===== config.mk =====
export PLATFORM = sky130hd
export DESIGN_NAME = acs_core
export DESIGN_NICKNAME = d
export VERILOG_FILES = /design/src/hdl/acs_pkg.sv /design/src/hdl/acs_core.sv
export SDC_FILE = /design/constraint.sdc
export NUM_CORES = 1
export LEC_CHECK = 0
export BUFFER_PORTS_ARGS = -buffer_cell sky130_fd_sc_hd__buf_2
export CORE_ASPECT_RATIO = 0.7
export CORE_MARGIN = 2
export CORE_UTILIZATION = 35
export DETAILED_ROUTE_END_ITERATION = 12
export GPL_TIMING_DRIVEN = 0
export HOLD_SLACK_MARGIN = 0.1
export PLACE_DENSITY = 0.54
export SETUP_SLACK_MARGIN = 0.2
export SLEW_MARGIN = 20
export SYNTH_ARGS = -nofsm -noshare
export SYNTH_HDL_FRONTEND = slang
export SYNTH_SLANG_ARGS = --single-unit

===== constraint.sdc =====
create_clock -name mclk -period 4.4 [get_ports mclk]
set_input_delay 0.44 -clock mclk [delete_from_list [all_inputs] [get_ports mclk]]
set_output_delay 0.44 -clock mclk [all_outputs]
set_load 0.03 [all_outputs]

===== src/hdl/acs_pkg.sv =====
// package: register map, field layout and types of the conversion sequencer
package acs_pkg;
    // bus geometry
    localparam int ADDR_W = 5;
    localparam int DATA_W = 32;
    // register byte addresses
    localparam logic [4:0] OFS_CTRL_FIRST = 5'h00;
    localparam logic [4:0] OFS_CTRL_SECOND = 5'h04;
    localparam logic [4:0] OFS_RESULT_HIGH = 5'h08;
    localparam logic [4:0] OFS_RESULT_LOW = 5'h0C;
    localparam logic [4:0] OFS_BANDGAP = 5'h10;
    localparam logic [4:0] OFS_IRQ_CTRL = 5'h14;
    // converter_control_first fields
    localparam int CF_START = 7;
    localparam int CF_BUSY = 6;
    localparam int CF_POWER = 5;
    localparam int CF_FORMAT = 4;
    localparam int CF_CHAN_LSB = 0;
    // converter_control_second fields
    localparam int CS_SRC_LSB = 5;
    localparam int CS_REF_LSB = 3;
    localparam int CS_CLK_LSB = 0;
    // interrupt control fields
    localparam int IC_GLOBAL = 0;
    localparam int IC_ENABLE = 1;
    localparam int IC_REQUEST = 2;
    // bandgap control field
    localparam int BG_ENABLE = 0;
    // values after reset
    localparam logic [7:0] RST_CTRL_FIRST = 8'h00;
    localparam logic [7:0] RST_CTRL_SECOND = 8'h00;
    localparam logic [7:0] RST_BANDGAP = 8'h00;
    localparam logic [11:0] RST_RESULT = 12'h000;
    // conversion timing in converter clock cycles
    localparam logic [3:0] SAMPLE_TICKS = 4'h4;
    localparam logic [3:0] CONVERT_TICKS = 4'hC;
    localparam logic [3:0] LAST_TICK = 4'(SAMPLE_TICKS + CONVERT_TICKS - 4'h1);
    // encodings
    localparam logic [1:0] REF_SUPPLY = 2'h1;
    localparam logic [2:0] SRC_EXTERNAL = 3'h0;
    localparam logic [2:0] SRC_INT_FIRST = 3'h1;
    localparam logic [2:0] SRC_INT_LAST = 3'h4;

    // sequencer states
    typedef enum logic [3:0] {
        ST_IDLE = 4'h1,
        ST_ARMED = 4'h2,
        ST_SAMPLE = 4'h4,
        ST_CONVERT = 4'h8
    } acs_state_t;

    // routing handed to the analog input multiplexer
    typedef struct packed {
        logic ext_connect;     // external pin joined to converter
        logic [2:0] ext_chan;  // external channel number
        logic [2:0] int_src;   // internal signal code, 0 when none
        logic ref_supply;      // 1 analog supply, 0 reference pin
    } acs_route_t;
endpackage


===== src/hdl/acs_core.sv =====
// file: conversion sequencer with register slave and analog control outputs
`timescale 1ns/1ps
`default_nettype none

// Notes on behaviour
// - bandgap output driven when its enable bit is set, floating otherwise
// - bandgap control upper seven bits read zero
// - four converter clocks sampling then twelve converting per result
// - conversion runs on its own; the bus is never held by it
// - format bit arranges twelve result bits over high and low bytes
// - interrupt reaches processor only with global and converter enables
// - busy high during conversion, low when result valid
// - power enable low switches converter circuitry off
// - twelve-bit unsigned result, step is reference over 4096
// - completion sets request flag; software clears it
// - clock select divides system clock by two to the field value
// - reference code 01 picks analog supply, others reference pin
// - sources 0,5-7 route pins 0-7; 1-4 internal with codes 8-15
module acs_core
    import acs_pkg::*;
(
    input wire logic mclk,                              // system clock
    input wire logic sys_rst,                           // async reset
    input wire logic clk_en,                            // freezes state low
    input wire logic [acs_pkg::ADDR_W-1:0] avs_address, // byte address
    input wire logic avs_read,                          // read request
    input wire logic avs_write,                         // write request
    input wire logic [acs_pkg::DATA_W-1:0] avs_writedata, // write data
    input wire logic [3:0] avs_byteenable,              // byte lanes
    output logic [acs_pkg::DATA_W-1:0] avs_readdata,    // read data
    output logic avs_waitrequest,                       // stall
    input wire logic [11:0] core_result,                // converter code
    output logic conv_power_on,                         // core powered
    output logic conv_sample,                           // sample phase
    output logic conv_run,                              // convert phase
    output acs_pkg::acs_route_t conv_route,             // mux routing
    output logic bandgap_drive,                         // bandgap drives
    output logic conv_busy,                             // busy flag copy
    output logic conv_irq                               // to processor
);
    import acs_pkg::*;

    ////////////////////////////////////////////////////////////////////
    // registers and state
    logic start_bit;
    logic start_prev;
    logic power_enable;
    logic format_sel;
    logic [3:0] chan_sel;
    logic [2:0] src_sel;
    logic [1:0] ref_sel;
    logic [2:0] clk_sel;
    logic bandgap_output_enable;
    logic global_ie;
    logic conv_ie;
    logic irq_request;
    logic [7:0] result_high;
    logic [7:0] result_low;
    logic [6:0] div_cnt;
    logic [3:0] tick_cnt;
    acs_state_t state;
    acs_state_t next_state;

    ////////////////////////////////////////////////////////////////////
    // bus decode
    wire bus_req = avs_read | avs_write;
    wire wr_take = avs_write & ~avs_waitrequest & avs_byteenable[0];
    wire wr_first = wr_take & (avs_address == OFS_CTRL_FIRST);
    wire wr_second = wr_take & (avs_address == OFS_CTRL_SECOND);
    wire wr_bandgap = wr_take & (avs_address == OFS_BANDGAP);
    wire wr_irq = wr_take & (avs_address == OFS_IRQ_CTRL);
    wire [7:0] wbyte = avs_writedata[7:0];

    // read mux, unmapped reads return zero
    wire busy_now = (state == ST_SAMPLE) | (state == ST_CONVERT);
    wire [7:0] rd_first = {start_bit, busy_now, power_enable, format_sel,
                           chan_sel};
    wire [7:0] rd_second = {src_sel, ref_sel, clk_sel};
    wire [7:0] rd_bandgap = {7'h00, bandgap_output_enable};
    wire [7:0] rd_irq = {5'h00, irq_request, conv_ie, global_ie};
    wire [7:0] rd_byte =
        (avs_address == OFS_CTRL_FIRST) ? rd_first :
        (avs_address == OFS_CTRL_SECOND) ? rd_second :
        (avs_address == OFS_RESULT_HIGH) ? result_high :
        (avs_address == OFS_RESULT_LOW) ? result_low :
        (avs_address == OFS_BANDGAP) ? rd_bandgap :
        (avs_address == OFS_IRQ_CTRL) ? rd_irq : 8'h00;

    ////////////////////////////////////////////////////////////////////
    // converter clock divider
    // divide by two to the power of select
    wire [7:0] div_span = 8'h01 << clk_sel;
    wire [6:0] div_mask = 7'(div_span[6:0] - 7'h01);
    wire adc_tick = (div_cnt & div_mask) == div_mask;

    ////////////////////////////////////////////////////////////////////
    // start edges and sequencer decisions
    wire start_rise = start_bit & ~start_prev;
    wire start_fall = ~start_bit & start_prev;
    wire in_conv = busy_now;
    wire last_tick = in_conv & adc_tick & (tick_cnt == LAST_TICK);
    wire sample_end = adc_tick & (tick_cnt == 4'(SAMPLE_TICKS - 4'h1));

    always_comb begin
        next_state = state;
        case (state)
            ST_IDLE: begin
                if (start_rise) begin
                    next_state = ST_ARMED;
                end
            end
            ST_ARMED: begin
                if (start_fall) begin
                    next_state = ST_SAMPLE;
                end
            end
            ST_SAMPLE: begin
                if (start_rise) begin
                    next_state = ST_ARMED;
                end else if (sample_end) begin
                    next_state = ST_CONVERT;
                end
            end
            ST_CONVERT: begin
                if (start_rise) begin
                    next_state = ST_ARMED;
                end else if (last_tick) begin
                    next_state = ST_IDLE;
                end
            end
            default: begin
                next_state = ST_IDLE;
            end
        endcase
        if (!power_enable) begin
            next_state = ST_IDLE;
        end
    end

    wire conv_done = last_tick & power_enable & ~start_rise;
    wire conv_begin = (next_state == ST_SAMPLE) & (state == ST_ARMED);

    wire [7:0] next_high = format_sel ? {4'h0, core_result[11:8]}
                                      : core_result[11:4];
    wire [7:0] next_low = format_sel ? core_result[7:0]
                                     : {core_result[3:0], 4'h0};

    wire next_request = conv_done |
                        (wr_irq ? (irq_request & wbyte[IC_REQUEST])
                                : irq_request);
    wire next_gie = wr_irq ? wbyte[IC_GLOBAL] : global_ie;
    wire next_cie = wr_irq ? wbyte[IC_ENABLE] : conv_ie;

    // routing from source and channel codes
    wire src_internal = (src_sel >= SRC_INT_FIRST) &
                        (src_sel <= SRC_INT_LAST);
    wire chan_external = ~chan_sel[3];
    acs_route_t next_route;
    assign next_route.ext_connect = chan_external & power_enable;
    assign next_route.ext_chan = chan_sel[2:0];
    assign next_route.int_src = src_internal ? src_sel : SRC_EXTERNAL;
    // only code 01 selects the supply
    assign next_route.ref_supply = (ref_sel == REF_SUPPLY);

    ////////////////////////////////////////////////////////////////////
    // bus handshake: one wait cycle, then the access completes
    // never stalled by a running conversion
    always_ff @(posedge mclk or posedge sys_rst) begin
        if (sys_rst) begin
            avs_waitrequest <= 1'b1;
            avs_readdata <= '0;
        end else if (clk_en) begin
            avs_waitrequest <= ~(bus_req & avs_waitrequest);
            if (bus_req & avs_waitrequest) begin
                avs_readdata <= {24'h000000, rd_byte};
            end
        end
    end

    // first control register, start bit edge history
    always_ff @(posedge mclk or posedge sys_rst) begin
        if (sys_rst) begin
            {start_bit, power_enable, format_sel} <= 3'b000;
            chan_sel <= RST_CTRL_FIRST[3:0];
            start_prev <= 1'b0;
        end else if (clk_en) begin
            start_prev <= start_bit;
            if (wr_first) begin
                start_bit <= wbyte[CF_START];
                power_enable <= wbyte[CF_POWER];
                format_sel <= wbyte[CF_FORMAT];
                chan_sel <= wbyte[CF_CHAN_LSB +: 4];
            end
        end
    end

    // second control register
    always_ff @(posedge mclk or posedge sys_rst) begin
        if (sys_rst) begin
            {src_sel, ref_sel, clk_sel} <= RST_CTRL_SECOND;
        end else if (clk_en && wr_second) begin
            src_sel <= wbyte[CS_SRC_LSB +: 3];
            ref_sel <= wbyte[CS_REF_LSB +: 2];
            clk_sel <= wbyte[CS_CLK_LSB +: 3];
        end
    end

    // bandgap enable and interrupt control
    always_ff @(posedge mclk or posedge sys_rst) begin
        if (sys_rst) begin
            bandgap_output_enable <= RST_BANDGAP[BG_ENABLE];
            {global_ie, conv_ie, irq_request} <= 3'b000;
        end else if (clk_en) begin
            if (wr_bandgap) begin
                bandgap_output_enable <= wbyte[BG_ENABLE];
            end
            global_ie <= next_gie;
            conv_ie <= next_cie;
            irq_request <= next_request;
        end
    end

    ////////////////////////////////////////////////////////////////////
    // sequencer state, divider and tick counters
    always_ff @(posedge mclk or posedge sys_rst) begin
        if (sys_rst) begin
            state <= ST_IDLE;
            div_cnt <= 7'h00;
            tick_cnt <= 4'h0;
        end else if (clk_en) begin
            state <= next_state;
            if (conv_begin || !in_conv) begin
                div_cnt <= 7'h00;
                tick_cnt <= 4'h0;
            end else begin
                div_cnt <= 7'(div_cnt + 7'h01);
                if (adc_tick) begin
                    tick_cnt <= 4'(tick_cnt + 4'h1);
                end
            end
        end
    end

    // both result bytes load together at completion
    always_ff @(posedge mclk or posedge sys_rst) begin
        if (sys_rst) begin
            result_high <= RST_RESULT[11:4];
            result_low <= {RST_RESULT[3:0], 4'h0};
        end else if (clk_en && conv_done) begin
            result_high <= next_high;
            result_low <= next_low;
        end
    end

    ////////////////////////////////////////////////////////////////////
    // registered outputs toward the analog side and processor
    always_ff @(posedge mclk or posedge sys_rst) begin
        if (sys_rst) begin
            conv_power_on <= 1'b0;
            conv_sample <= 1'b0;
            conv_run <= 1'b0;
            conv_route <= '0;
            bandgap_drive <= 1'b0;
            conv_busy <= 1'b0;
            conv_irq <= 1'b0;
        end else if (clk_en) begin
            conv_power_on <= power_enable;
            conv_sample <= next_state == ST_SAMPLE;
            conv_run <= next_state == ST_CONVERT;
            conv_route <= next_route;
            bandgap_drive <= bandgap_output_enable;
            conv_busy <= (next_state == ST_SAMPLE) |
                         (next_state == ST_CONVERT);
            conv_irq <= next_request & next_gie & next_cie;
        end
    end
endmodule

`default_nettype wire


==> results of run 1 <==
[worst max-delay path, cell delays in order (launching register included)]
cell and delay (ps):
dfrtp_1 380, ha_1 200, and3_1 190, nand3_1 80, a311oi_1 280, nand3_1 290
clkbuf_1 320, nand2_1 130, o21ai_0 90
[Yosys cell counts, types with 2 or more instances]
cell type and number:
dfrtp_1 72, nand2_1 49, o21ai_0 45, buf_4 24, mux2_2 17, clkbuf_1 14, nor2_1 14, nand3_1 12
a22o_1 10, inv_1 9, mux2i_1 9, nand2b_1 9, a21oi_1 8, mux2_4 7, a221oi_1 5, a31oi_1 5
a21o_1 4, and3_1 4, a222oi_1 3, a22oi_1 3, buf_2 3, o211ai_1 3, or3_1 3, or4_1 3
xor2_1 3, and2_1 2, dfstp_2 2, ha_1 2, nand3b_1 2, nand4_1 2, nor3_1 2, o22ai_1 2
o31ai_1 2
[registers in the layout, summed over array words and instances (netlist names), 3 cells and up]
| signal | flops |
|---|---|
| tick_cnt | 4 |
| state | 4 |
| conv_route | 8 |
| result_low | 8 |
| avs_readdata | 8 |
| src_sel | 3 |
| result_high | 8 |
| clk_sel | 3 |
| chan_sel | 4 |
| div_cnt | 7 |
[final cells by class]
type | instances | area, um2 | share of cell area (%)
tap | 153 | 191 | 4.06
buffer | 44 | 283 | 6.00
timing repair buffer | 52 | 288 | 6.11
clock buffer | 9 | 225 | 4.78
clock inverter | 7 | 68.8 | 1.46
inverter | 9 | 36.3 | 0.770
multi-input combinational | 276 | 1770 | 37.5
sequential | 74 | 1850 | 39.3
[cells in the final DEF, fill, tap and decap left out, types with 3 or more instances in the layout]
master and count:
dfrtp_1 72, buf_2 53, nand2_1 49, o21ai_0 45
buf_4 24, conb_1 24, mux2_2 17, clkbuf_1 14
nor2_1 14, nand3_1 12, a22o_1 10, mux2i_1 9
nand2b_1 9, clkbuf_16 9, inv_1 8, a21oi_1 8
mux2_4 7, a31oi_1 5, a221oi_1 5, and3_1 4
a21o_1 4, xor2_1 3, or3_1 3, o211ai_1 3
a22oi_1 3, or4_1 3, a222oi_1 3, clkinv_2 3
[logic make-up after synthesis]
group	after synthesis
simple gates	115
fa+ha+maj	2
other cells	1
xor+xnor	4
flops	74
buf+inv	53
mux	33
compound gates	98
[how the worst max path moves through the flow]
stage,start,to,slack [ps]
2_1_floorplan,sys_rst,avs_readdata[0]$_DFFE_PP0P_,2080
3_3_place_gp,sys_rst,avs_readdata[5]$_DFFE_PP0P_,1080
3_5_place_dp,avs_address[4],src_sel[1]$_DFFE_PP0P_,2060
4_1_cts,tick_cnt[1]$_DFFE_PP0P_,result_high[2]$_DFFE_PP0P_,2280
5_1_grt,tick_cnt[0]$_DFFE_PP0P_,result_high[2]$_DFFE_PP0P_,2000
6_report,tick_cnt[1]$_DFFE_PP0P_,result_high[2]$_DFFE_PP0P_,2300
[routing by layer]
layer  share of wire [%]  track usage (%)  up-vias
li1                    -                -     1490
met1                  51             26.3     1507
met2                  41             24.9       78
met3                 5.9             4.67       13
met4                 1.6             5.89        0
met5                   0                0        -
[through the flow]
| stage | power, mW | hold WS (ps) |
|---|---|---|
| after floorplan | 0.841 | 450 |
| after global placement | 0.888 | 462 |
| after detailed placement | 0.895 | 449 |
| after CTS | 1.64 | 320 |
| after global routing | 1.68 | 333 |
| final | 1.62 | 329 |
[power breakdown]
part | internal (mW) | leakage [nW] | switching [mW] | total, mW
Sequential | 0.697 | 1.02 | 0.0146 | 0.712
Clock | 0.438 | 0.142 | 0.295 | 0.733
Combinational | 0.0598 | 1.09 | 0.111 | 0.171
Total | 1.19 | 2.25 | 0.421 | 1.62
==> metrics.cfg, run 1 <==
[place]
dp.final_hpwl_um = 7160
dpl_cell_area_mm2 = 0.00441
placed_cells = 607
gp_congestion = 0.877
port_buffers = 50
dp_slack_ps = 2060

[clocking]
clk_latency_ps = 340
root_buffer = clkbuf_16
clock_path_buffers = 2
numCtsBuffers = 9
post_cts_resize_count = 0
hold_buffers = 1
clk_pin_slew_worst_paths_ps = 60
tritoncts = yes
cts_setup_buffers = 0
cts_sinks = 74
htreeDepth = 3

[synthesis]
synth_area_leaders = dfrtp_1 (47%), o21ai_0 (5.8%), mux2_2 (5.0%), nand2_1 (4.8%), buf_4 (4.7%)
yosys_warnings = 0
yosys.area_share.simple_pct = 15.6
synth_top_family_by_area = compound AO/OA/AOI/OAI gates
synth-edff-count = 0
synth_compound_area_share_pct = 16.4
synth_top_area_share_pct = 46.8
yosysSeqAreaShare_pct = 48.1
syn-cell-area_mm2 = 0.00385
muxShareOfSynthArea_pct = 10.0
yosys_register_bits = 74
syn_avg_cell_area_um2 = 10.1
async_reset_ff_share_pct = 100
synth_fa_ha_area_share_pct = 0.650
synth_cell_types = 59
synth_xor_area_share_pct = 0.910
synthCells = 380
yosys.area.top_type = dfrtp_1
ys.flop_type = dfrtp_1

[sta]
final-hold-violation-count = 0
setup_viol = 0
finClkSkew_ps = 6.26
maxSlewHeadroom_pct = 49.8
fmax_mhz = 476
slew_viol_final = 0
worst_slack_ps = 2300
period_share_pct = 47.8
rsz0062_at_grt = no
worstMarginPinSlew_ps = 750
fin_crit_ps = 2100
totalNegativeSetupSlack_ps = 0

[flow_run]
maxCapViolations = 0

[routing]
wire_per_inst_um = 15.6
final_antenna_net_count = 0
drcViolationCount = 0
vias = 3088
drt_iter0_drc = 191
drtPass1Iterations = 4
drt_wl_total_um = 9720
drt-vias-per-instance = 4.95

[power_and_ir_drop]
power_leakage_nw = 2.25
p_per_area_mw_per_mm2 = 343
ir_drop_mv = 0.174

[layout]
layoutNonFillerInstCount = 624
fin_area_mm2 = 0.00471
final_util_pct = 43.4
area_delta_synth_final_pct = 22.4
num-fill-cells = 1083
nets = 526
diodes = 0
drive_above_1_share_pct = 27.6

[setup_path]
cp.required_ps = 4600
reg2reg_depth = 8
worst_setup_path_start_kind = flop
worstSetupPathType = flop to flop
crit_path_end_kind = flop
crit_fanout = 10
regToRegEndpoint = result_high[2]$_DFFE_PP0P_
regToRegStartpoint = tick_cnt[1]$_DFFE_PP0P_
rrSetupSlack_ps = 2300
cp.arrival_ps = 2300

[floorplanning]
die_w_um = 129
ios = 105
die-area_mm2 = 0.0119
rows = 32
start_util_pct = 35.5
coreArea_mm2 = 0.0109
die_h_um = 91.8

[global_routing]
grt.total_usage_pct = 17.7
antenna_found_initial = 0
overflow = 0
grt_first_pass_wirelength_um = 16000
grt_max_degree = 50
grt_pass1_vias = 3054

[worst_hold_path]
min_to = src_sel[1]$_DFFE_PP0P_
hold_class = input pin to flop
hold_path_depth = 2
worstHoldStart = avs_writedata[6]

[outcome]
status = complete, no violations

Power figures use the tool's default switching activity.
==> run 2, diff against run 1 <==
- PLACE_DENSITY: 0.54 -> 0.56
- clock period: 4.4 -> 1.7 ns (I/O delays scaled with it)
==> run 2 against run 1 <==
Effect of this change: the run now ends with negative setup slack left; sequential cell count stayed put; clock-buffer cell count is 2 higher; critical path depth is 1 lower; register-to-register slack worse by 2500 ps; largest cell class is now multi-input combinational cells; largest power group unchanged; clock power grew to 3.2 times the previous value; sequential share of layout area is 5.6 points lower; cell count is 6.4% higher; combinational power grew to 3.0 times the previous value; sequential power grew to 2.6 times the previous value; first-iteration DRC count is 18% higher; setup slack worse by 2500 ps; critical path type unchanged; via count is 7.4% higher.
==> metrics.cfg, run 2 (synthesis gave the netlist of run 1 again) <==
[setup_path]
startpoint = state[0]$_DFFE_PP1P_
crit_path_end_kind = flop
regToRegEndpoint = state[2]$_DFFE_PP0P_
rrSetupSlack_ps = -240  ; -2540 ps
regToRegStartpoint = state[0]$_DFFE_PP1P_
max_stage_delay_ps = 520  ; +140 ps
crit_slowest_cell = dfstp_2
worst_setup_path_start_kind = flop
crit_fanout = 8  ; -2
worstSetupPathType = flop to flop
reg2reg_depth = 7  ; -1
cp.required_ps = 1950  ; -2650 ps
crit_buf_inv = 1  ; unchanged
critical-path-top-delay-family = compound AO/OA/AOI/OAI gates
cp.arrival_ps = 2200  ; -100 ps
crit_chain = buf_6 > xor2_2 > o211ai_1 > a21o_1 > or4_4 > a31o_1 > o21ai_0

[place]
dp.final_hpwl_um = 7350  ; +2.6%
placed_cells = 608  ; +0.16%
gp_congestion = 0.908  ; +3.6%
dp_slack_ps = -363  ; -2420 ps
port_buffers = 50  ; unchanged

[layout]
num-fill-cells = 992  ; -8.4%
drive_above_1_share_pct = 43.4  ; +16 points
layoutNonFillerInstCount = 664  ; +6.4%
final_common_cell = dfrtp_1
final_cell_mix = dfrtp_1 (66), buf_2 (50), buf_4 (47)
diodes = 0  ; unchanged
area_delta_synth_final_pct = 43.2
nets = 566  ; +7.6%

[global_routing]
grt.total_usage_pct = 18.3  ; +0.61 points
antenna_found_initial = 0  ; unchanged
grt_pass1_vias = 3164  ; +3.6%
grt_first_pass_wirelength_um = 16800  ; +5.1%
grt_max_degree = 27  ; -46%
overflow = 0  ; unchanged

[power_and_ir_drop]
p_per_area_mw_per_mm2 = 853  ; +150%
ir_drop_mv = 0.728  ; +320%
power.total_mw = 4.70  ; +190%
power_leakage_nw = 2.57  ; +14%

[clocking]
clk_pin_slew_worst_paths_ps = 60  ; about the same
tritoncts = yes
htreeDepth = 3  ; unchanged
numCtsBuffers = 9  ; unchanged
root_buffer = clkbuf_16
clock_path_buffers = 2  ; unchanged
clk_latency_ps = 340  ; about the same
cts_sinks = 74  ; unchanged

[floorplanning]
die_w_um = 129  ; unchanged
start_util_pct = 35.5  ; unchanged
die-area_mm2 = 0.0119  ; unchanged
rows = 32  ; unchanged
coreArea_mm2 = 0.0109  ; unchanged
die_h_um = 91.8  ; unchanged
ios = 105  ; unchanged

[sta]
setup_viol = 24  ; +24
worstMarginPinSlew_ps = 655  ; -94.4 ps
slew_viol_final = 0  ; unchanged
period_share_pct = 114  ; +66 points
worst_slack_ps = -241  ; -2540 ps
fmax_mhz = 515  ; +8.3%
final-hold-violation-count = 0  ; unchanged
rsz0062_at_grt = yes
maxSlewHeadroom_pct = 56.3  ; +6.5 points
fin_crit_ps = 1940  ; -161 ps
finClkSkew_ps = 8.24  ; +1.98 ps

[routing]
vias = 3315  ; +7.4%
drt-vias-per-instance = 4.99  ; +0.88%
drtPass1Iterations = 7  ; +3
drcViolationCount = 0  ; unchanged
drt_iter0_drc = 225  ; +18%
final_antenna_net_count = 0  ; unchanged
drt_wl_total_um = 10600  ; +9.3%
wire_per_inst_um = 16.0  ; +2.7%

[worst_hold_path]
hold_class = input pin to flop
worstHoldStart = core_result[11]
hold_path_depth = 3  ; +1
min_to = result_high[7]$_DFFE_PP0P_

[flow_run]
maxCapViolations = 0  ; unchanged

[outcome]
status = finished with violations
violations = negative setup slack

-- run 2: layer usage --
layer | global-route usage [%] | vias to the layer above | wire (um)
met4 | 4.17 | 0 | 132
met2 | 25.8 | 102 | 4630
met5 | 0 | - | 0
li1 | - | 1577 | -
met1 | 28.2 | 1624 | 5390
met3 | 4.43 | 12 | 467
-- run 2: worst register-to-register path, delay by kind of cell (launching register included) --
kind	cells	cell delay, ps
compound gates	4	590
flops	1	520
simple gates	1	490
buf+inv	1	130
xor+xnor	1	130
-- run 2: metrics by stage --
| step | hold slack (ps) | area (um2) | setup TNS (ps) | util (%) |
|---|---|---|---|---|
| 2_1_floorplan | 297 | 4010 | -637 | - |
| 5_1_grt | 103 | 5520 | -4660 | 50.8 |
| 4_1_cts | 101 | 5170 | -1790 | 47.6 |
| 6_report | 102 | 5520 | -2480 | 50.8 |
| 3_5_place_dp | 267 | 4500 | -10690 | 41.4 |
| 3_3_place_gp | 418 | 4460 | -10550 | 41.1 |
-- run 2: worst max path at each step --
stage	end	cells after the start
global route	conv_sample$_DFFE_PP0P_	7
finish	state[2]$_DFFE_PP0P_	7
floorplan	conv_sample$_DFFE_PP0P_	7
CTS	state[2]$_DFFE_PP0P_	7
detailed placement	clk_sel[2]$_DFFE_PP0P_	7
global placement	clk_sel[1]$_DFFE_PP0P_	7
-- run 2: timing repair --
| action | in CTS | in global routing |
|---|---|---|
| hold endpoints to repair | 33 | 0 |
| cloned | 2 | 1 |
| gates resized for setup | 24 | 69 |
| buffers inserted | 18 | 10 |
| pin swaps | 11 | 13 |
| hold buffers | 9 | 0 |
| setup endpoints to repair | 52 | 48 |
-- run 2: cell type report --
type / instances / area [um2] / area share [%]
Buffer: 44 / 340 / 6.17
Clock buffer: 11 / 243 / 4.40
Clock inverter: 5 / 125 / 2.27
Inverter: 9 / 37.5 / 0.681
Multi-Input combinational cell: 276 / 2050 / 37.2
Sequential cell: 74 / 1860 / 33.8
Tap cell: 153 / 191 / 3.47
Timing Repair Buffer: 92 / 663 / 12.0
-- run 2: power by group --
part / internal (mW) / switching [mW] / total (mW)
clock: 1.62 / 0.721 / 2.34
sequential: 1.81 / 0.0371 / 1.84
combinational: 0.202 / 0.318 / 0.520
total: 3.63 / 1.08 / 4.70
==> run 3, diff against run 2 <==
- CTS_BUF_LIST: unset -> sky130_fd_sc_hd__clkbuf_4 sky130_fd_sc_hd__clkbuf_8
- SETUP_SLACK_MARGIN: 0.2 -> unset
==> run 3 against run 2 <==
Effect of this change: the run still ends with negative setup slack left; clock skew rose by 2.3 ps; sequential share of layout area increased by 1.4 points; utilization down 2.1 points; register-to-register slack hardly changed; sequential cell count stayed put; critical path depth grew 1; first-iteration DRC count shrank 1.3%; clock power is 35% lower; cell area is 4.2% lower; via count shrank 1.3%.
==> metrics.cfg, run 3 (synthesis gave the netlist of run 1 again) <==
[outcome]
status = finished with violations
violations = negative setup slack

[floorplanning]
start_util_pct = 35.5  ; unchanged
rows = 32  ; unchanged
ios = 105  ; unchanged
die-area_mm2 = 0.0119  ; unchanged
die_w_um = 129  ; unchanged
die_h_um = 91.8  ; unchanged
coreArea_mm2 = 0.0109  ; unchanged

[layout]
layoutNonFillerInstCount = 662  ; -0.30%
num-fill-cells = 1025  ; +3.3%
multi_input_area_mm2 = 0.00195  ; -5.1%
fin_area_mm2 = 0.00529  ; -4.2%
drive_above_1_share_pct = 38.9  ; -4.5 points
regArea_mm2 = 0.00186  ; -0.27%
final_cell_mix = dfrtp_1 (70), buf_2 (51), buf_4 (42)
area_delta_synth_final_pct = 37.2
nets = 564  ; -0.35%
diodes = 0  ; unchanged
final_util_pct = 48.7  ; -2.1 points
final_common_cell = dfrtp_1

[global_routing]
grt_pass1_vias = 3107  ; -1.8%
antenna_found_initial = 0  ; unchanged
grtUsageMet1_pct = 26.5  ; -1.7 points
grtUsageMet2_pct = 25.7  ; -0.044 points
grt_first_pass_wirelength_um = 16200  ; -3.4%
met3_usage_pct = 4.67  ; +0.23 points
gr-max-usage-layer = met1
grt.total_usage_pct = 17.8  ; -0.49 points
grt_max_degree = 24  ; -11%
overflow = 0  ; unchanged

[sta]
finClkSkew_ps = 10.5  ; +2.30 ps
totalNegativeSetupSlack_ps = -4560  ; -2080 ps
fmax_mhz = 519  ; +0.64%
final-hold-violation-count = 0  ; unchanged
period_share_pct = 113  ; -0.72 points
rsz0062_at_grt = yes
worstMarginPinSlew_ps = 753  ; +98.1 ps
maxSlewHeadroom_pct = 49.6  ; -6.8 points
hold_ws_ps = 98.1  ; -4.34 ps
fin_crit_ps = 1930  ; -12.3 ps
slew_viol_final = 0  ; unchanged
setup_viol = 25  ; +4.2%
worst_slack_ps = -229  ; +12.3 ps

[setup_path]
regToRegEndpoint = result_low[6]$_DFFE_PP0P_
rrSetupSlack_ps = -230  ; about the same
cp.arrival_ps = 2180  ; -20 ps
cp.required_ps = 1950  ; about the same
crit_path_end_kind = flop
worst_setup_path_start_kind = flop
regToRegStartpoint = tick_cnt[1]$_DFFE_PP0P_
crit_fanout = 8  ; unchanged
worstSetupPathType = flop to flop
reg2reg_depth = 8  ; +1

[clocking]
tritoncts = yes
clk_pin_slew_worst_paths_ps = 80  ; +20 ps
numCtsBuffers = 9  ; unchanged
clk_latency_ps = 370  ; +30 ps
root_buffer = clkbuf_8
cts_sinks = 74  ; unchanged
htreeDepth = 3  ; unchanged
clock_path_buffers = 2  ; unchanged

[place]
placed_cells = 609  ; +0.16%
gp_congestion = 0.891  ; -1.8%
dp_slack_ps = -389  ; -25.6 ps
port_buffers = 50  ; unchanged
dp.final_hpwl_um = 7200  ; -2.0%
dpl_cell_area_mm2 = 0.00448  ; -0.45%

[routing]
vias = 3273  ; -1.3%
final_antenna_net_count = 0  ; unchanged
drt_wl_total_um = 10300  ; -3.5%
wire_per_inst_um = 15.5  ; -3.2%
drtPass1Iterations = 4  ; -3
drt-vias-per-instance = 4.94  ; -0.97%
drcViolationCount = 0  ; unchanged
drt_iter0_drc = 222  ; -1.3%

[worst_hold_path]
worstHoldStart = core_result[5]
min_to = result_low[5]$_DFFE_PP0P_
hold_class = input pin to flop
hold_path_depth = 3  ; unchanged

[power_and_ir_drop]
ir_drop_mv = 0.488  ; -33%
power_leakage_nw = 2.49  ; -3.4%
power.total_mw = 3.88  ; -17%
p_per_area_mw_per_mm2 = 735  ; -14%

[flow_run]
maxCapViolations = 0  ; unchanged

-- run 3: cell types whose count changed in the layout (fill, tap and decap cells not counted), moves of 6 or more --
cell           change
buf_6              -8
clkbuf_8           +8
dlygate4sd3_1      +8
clkbuf_16          -7
o21ai_0            +6
-- run 3: report_power, final --
group          internal [mW]  leakage [nW]  switching [mW]
Sequential              1.80          1.01          0.0361
Combinational          0.208          1.37           0.307
Clock                  0.823         0.105           0.709
Total                   2.83          2.49            1.05
-- run 3: worst max path at each step --
stage,startpoint,slack [ps],endpoint,cells after the start
2_1_floorplan,state[0]$_DFFE_PP1P_,-110,conv_sample$_DFFE_PP0P_,7
3_3_place_gp,tick_cnt[0]$_DFFE_PP0P_,-400,result_high[6]$_DFFE_PP0P_,8
3_5_place_dp,tick_cnt[1]$_DFFE_PP0P_,-390,result_high[2]$_DFFE_PP0P_,8
4_1_cts,state[0]$_DFFE_PP1P_,-230,state[2]$_DFFE_PP0P_,7
5_1_grt,tick_cnt[0]$_DFFE_PP0P_,-330,result_low[6]$_DFFE_PP0P_,8
6_report,tick_cnt[1]$_DFFE_PP0P_,-230,result_low[6]$_DFFE_PP0P_,8
-- run 3: critical path, stage by stage, from the launching register on --
cell and delay [ps]:
dfrtp_1 390, ha_2 210, and3_4 220, nand3_4 80, a311oi_4 340, nand3_4 240
buf_8 210, nand2_1 60, o21ai_0 70
-- run 3: what timing repair did --
action,CTS,global route
resized for setup,22,62
gates cloned,0,3
pin swaps,9,25
hold endpoints to repair,36,1
buffers inserted,9,9
endpoints found under the setup margin,27,42
hold buffers,16,1
-- run 3: layout make-up --
class                           instances  share of cell area [%]
Clock inverter                          7                    1.78
Multi-Input combinational cell        276                    36.9
Sequential cell                        74                    35.1
Timing Repair Buffer                   91                    13.5
Inverter                                9                   0.710
Buffer                                 43                    6.04
Tap cell                              153                    3.62
Clock buffer                            9                    2.34
-- run 3: per-layer routing --
metal | wire, um | part of all wire (%)
met5 | 0 | 0
met2 | 4360 | 43
met3 | 714 | 7.0
met4 | 131 | 1.3
met1 | 5050 | 49
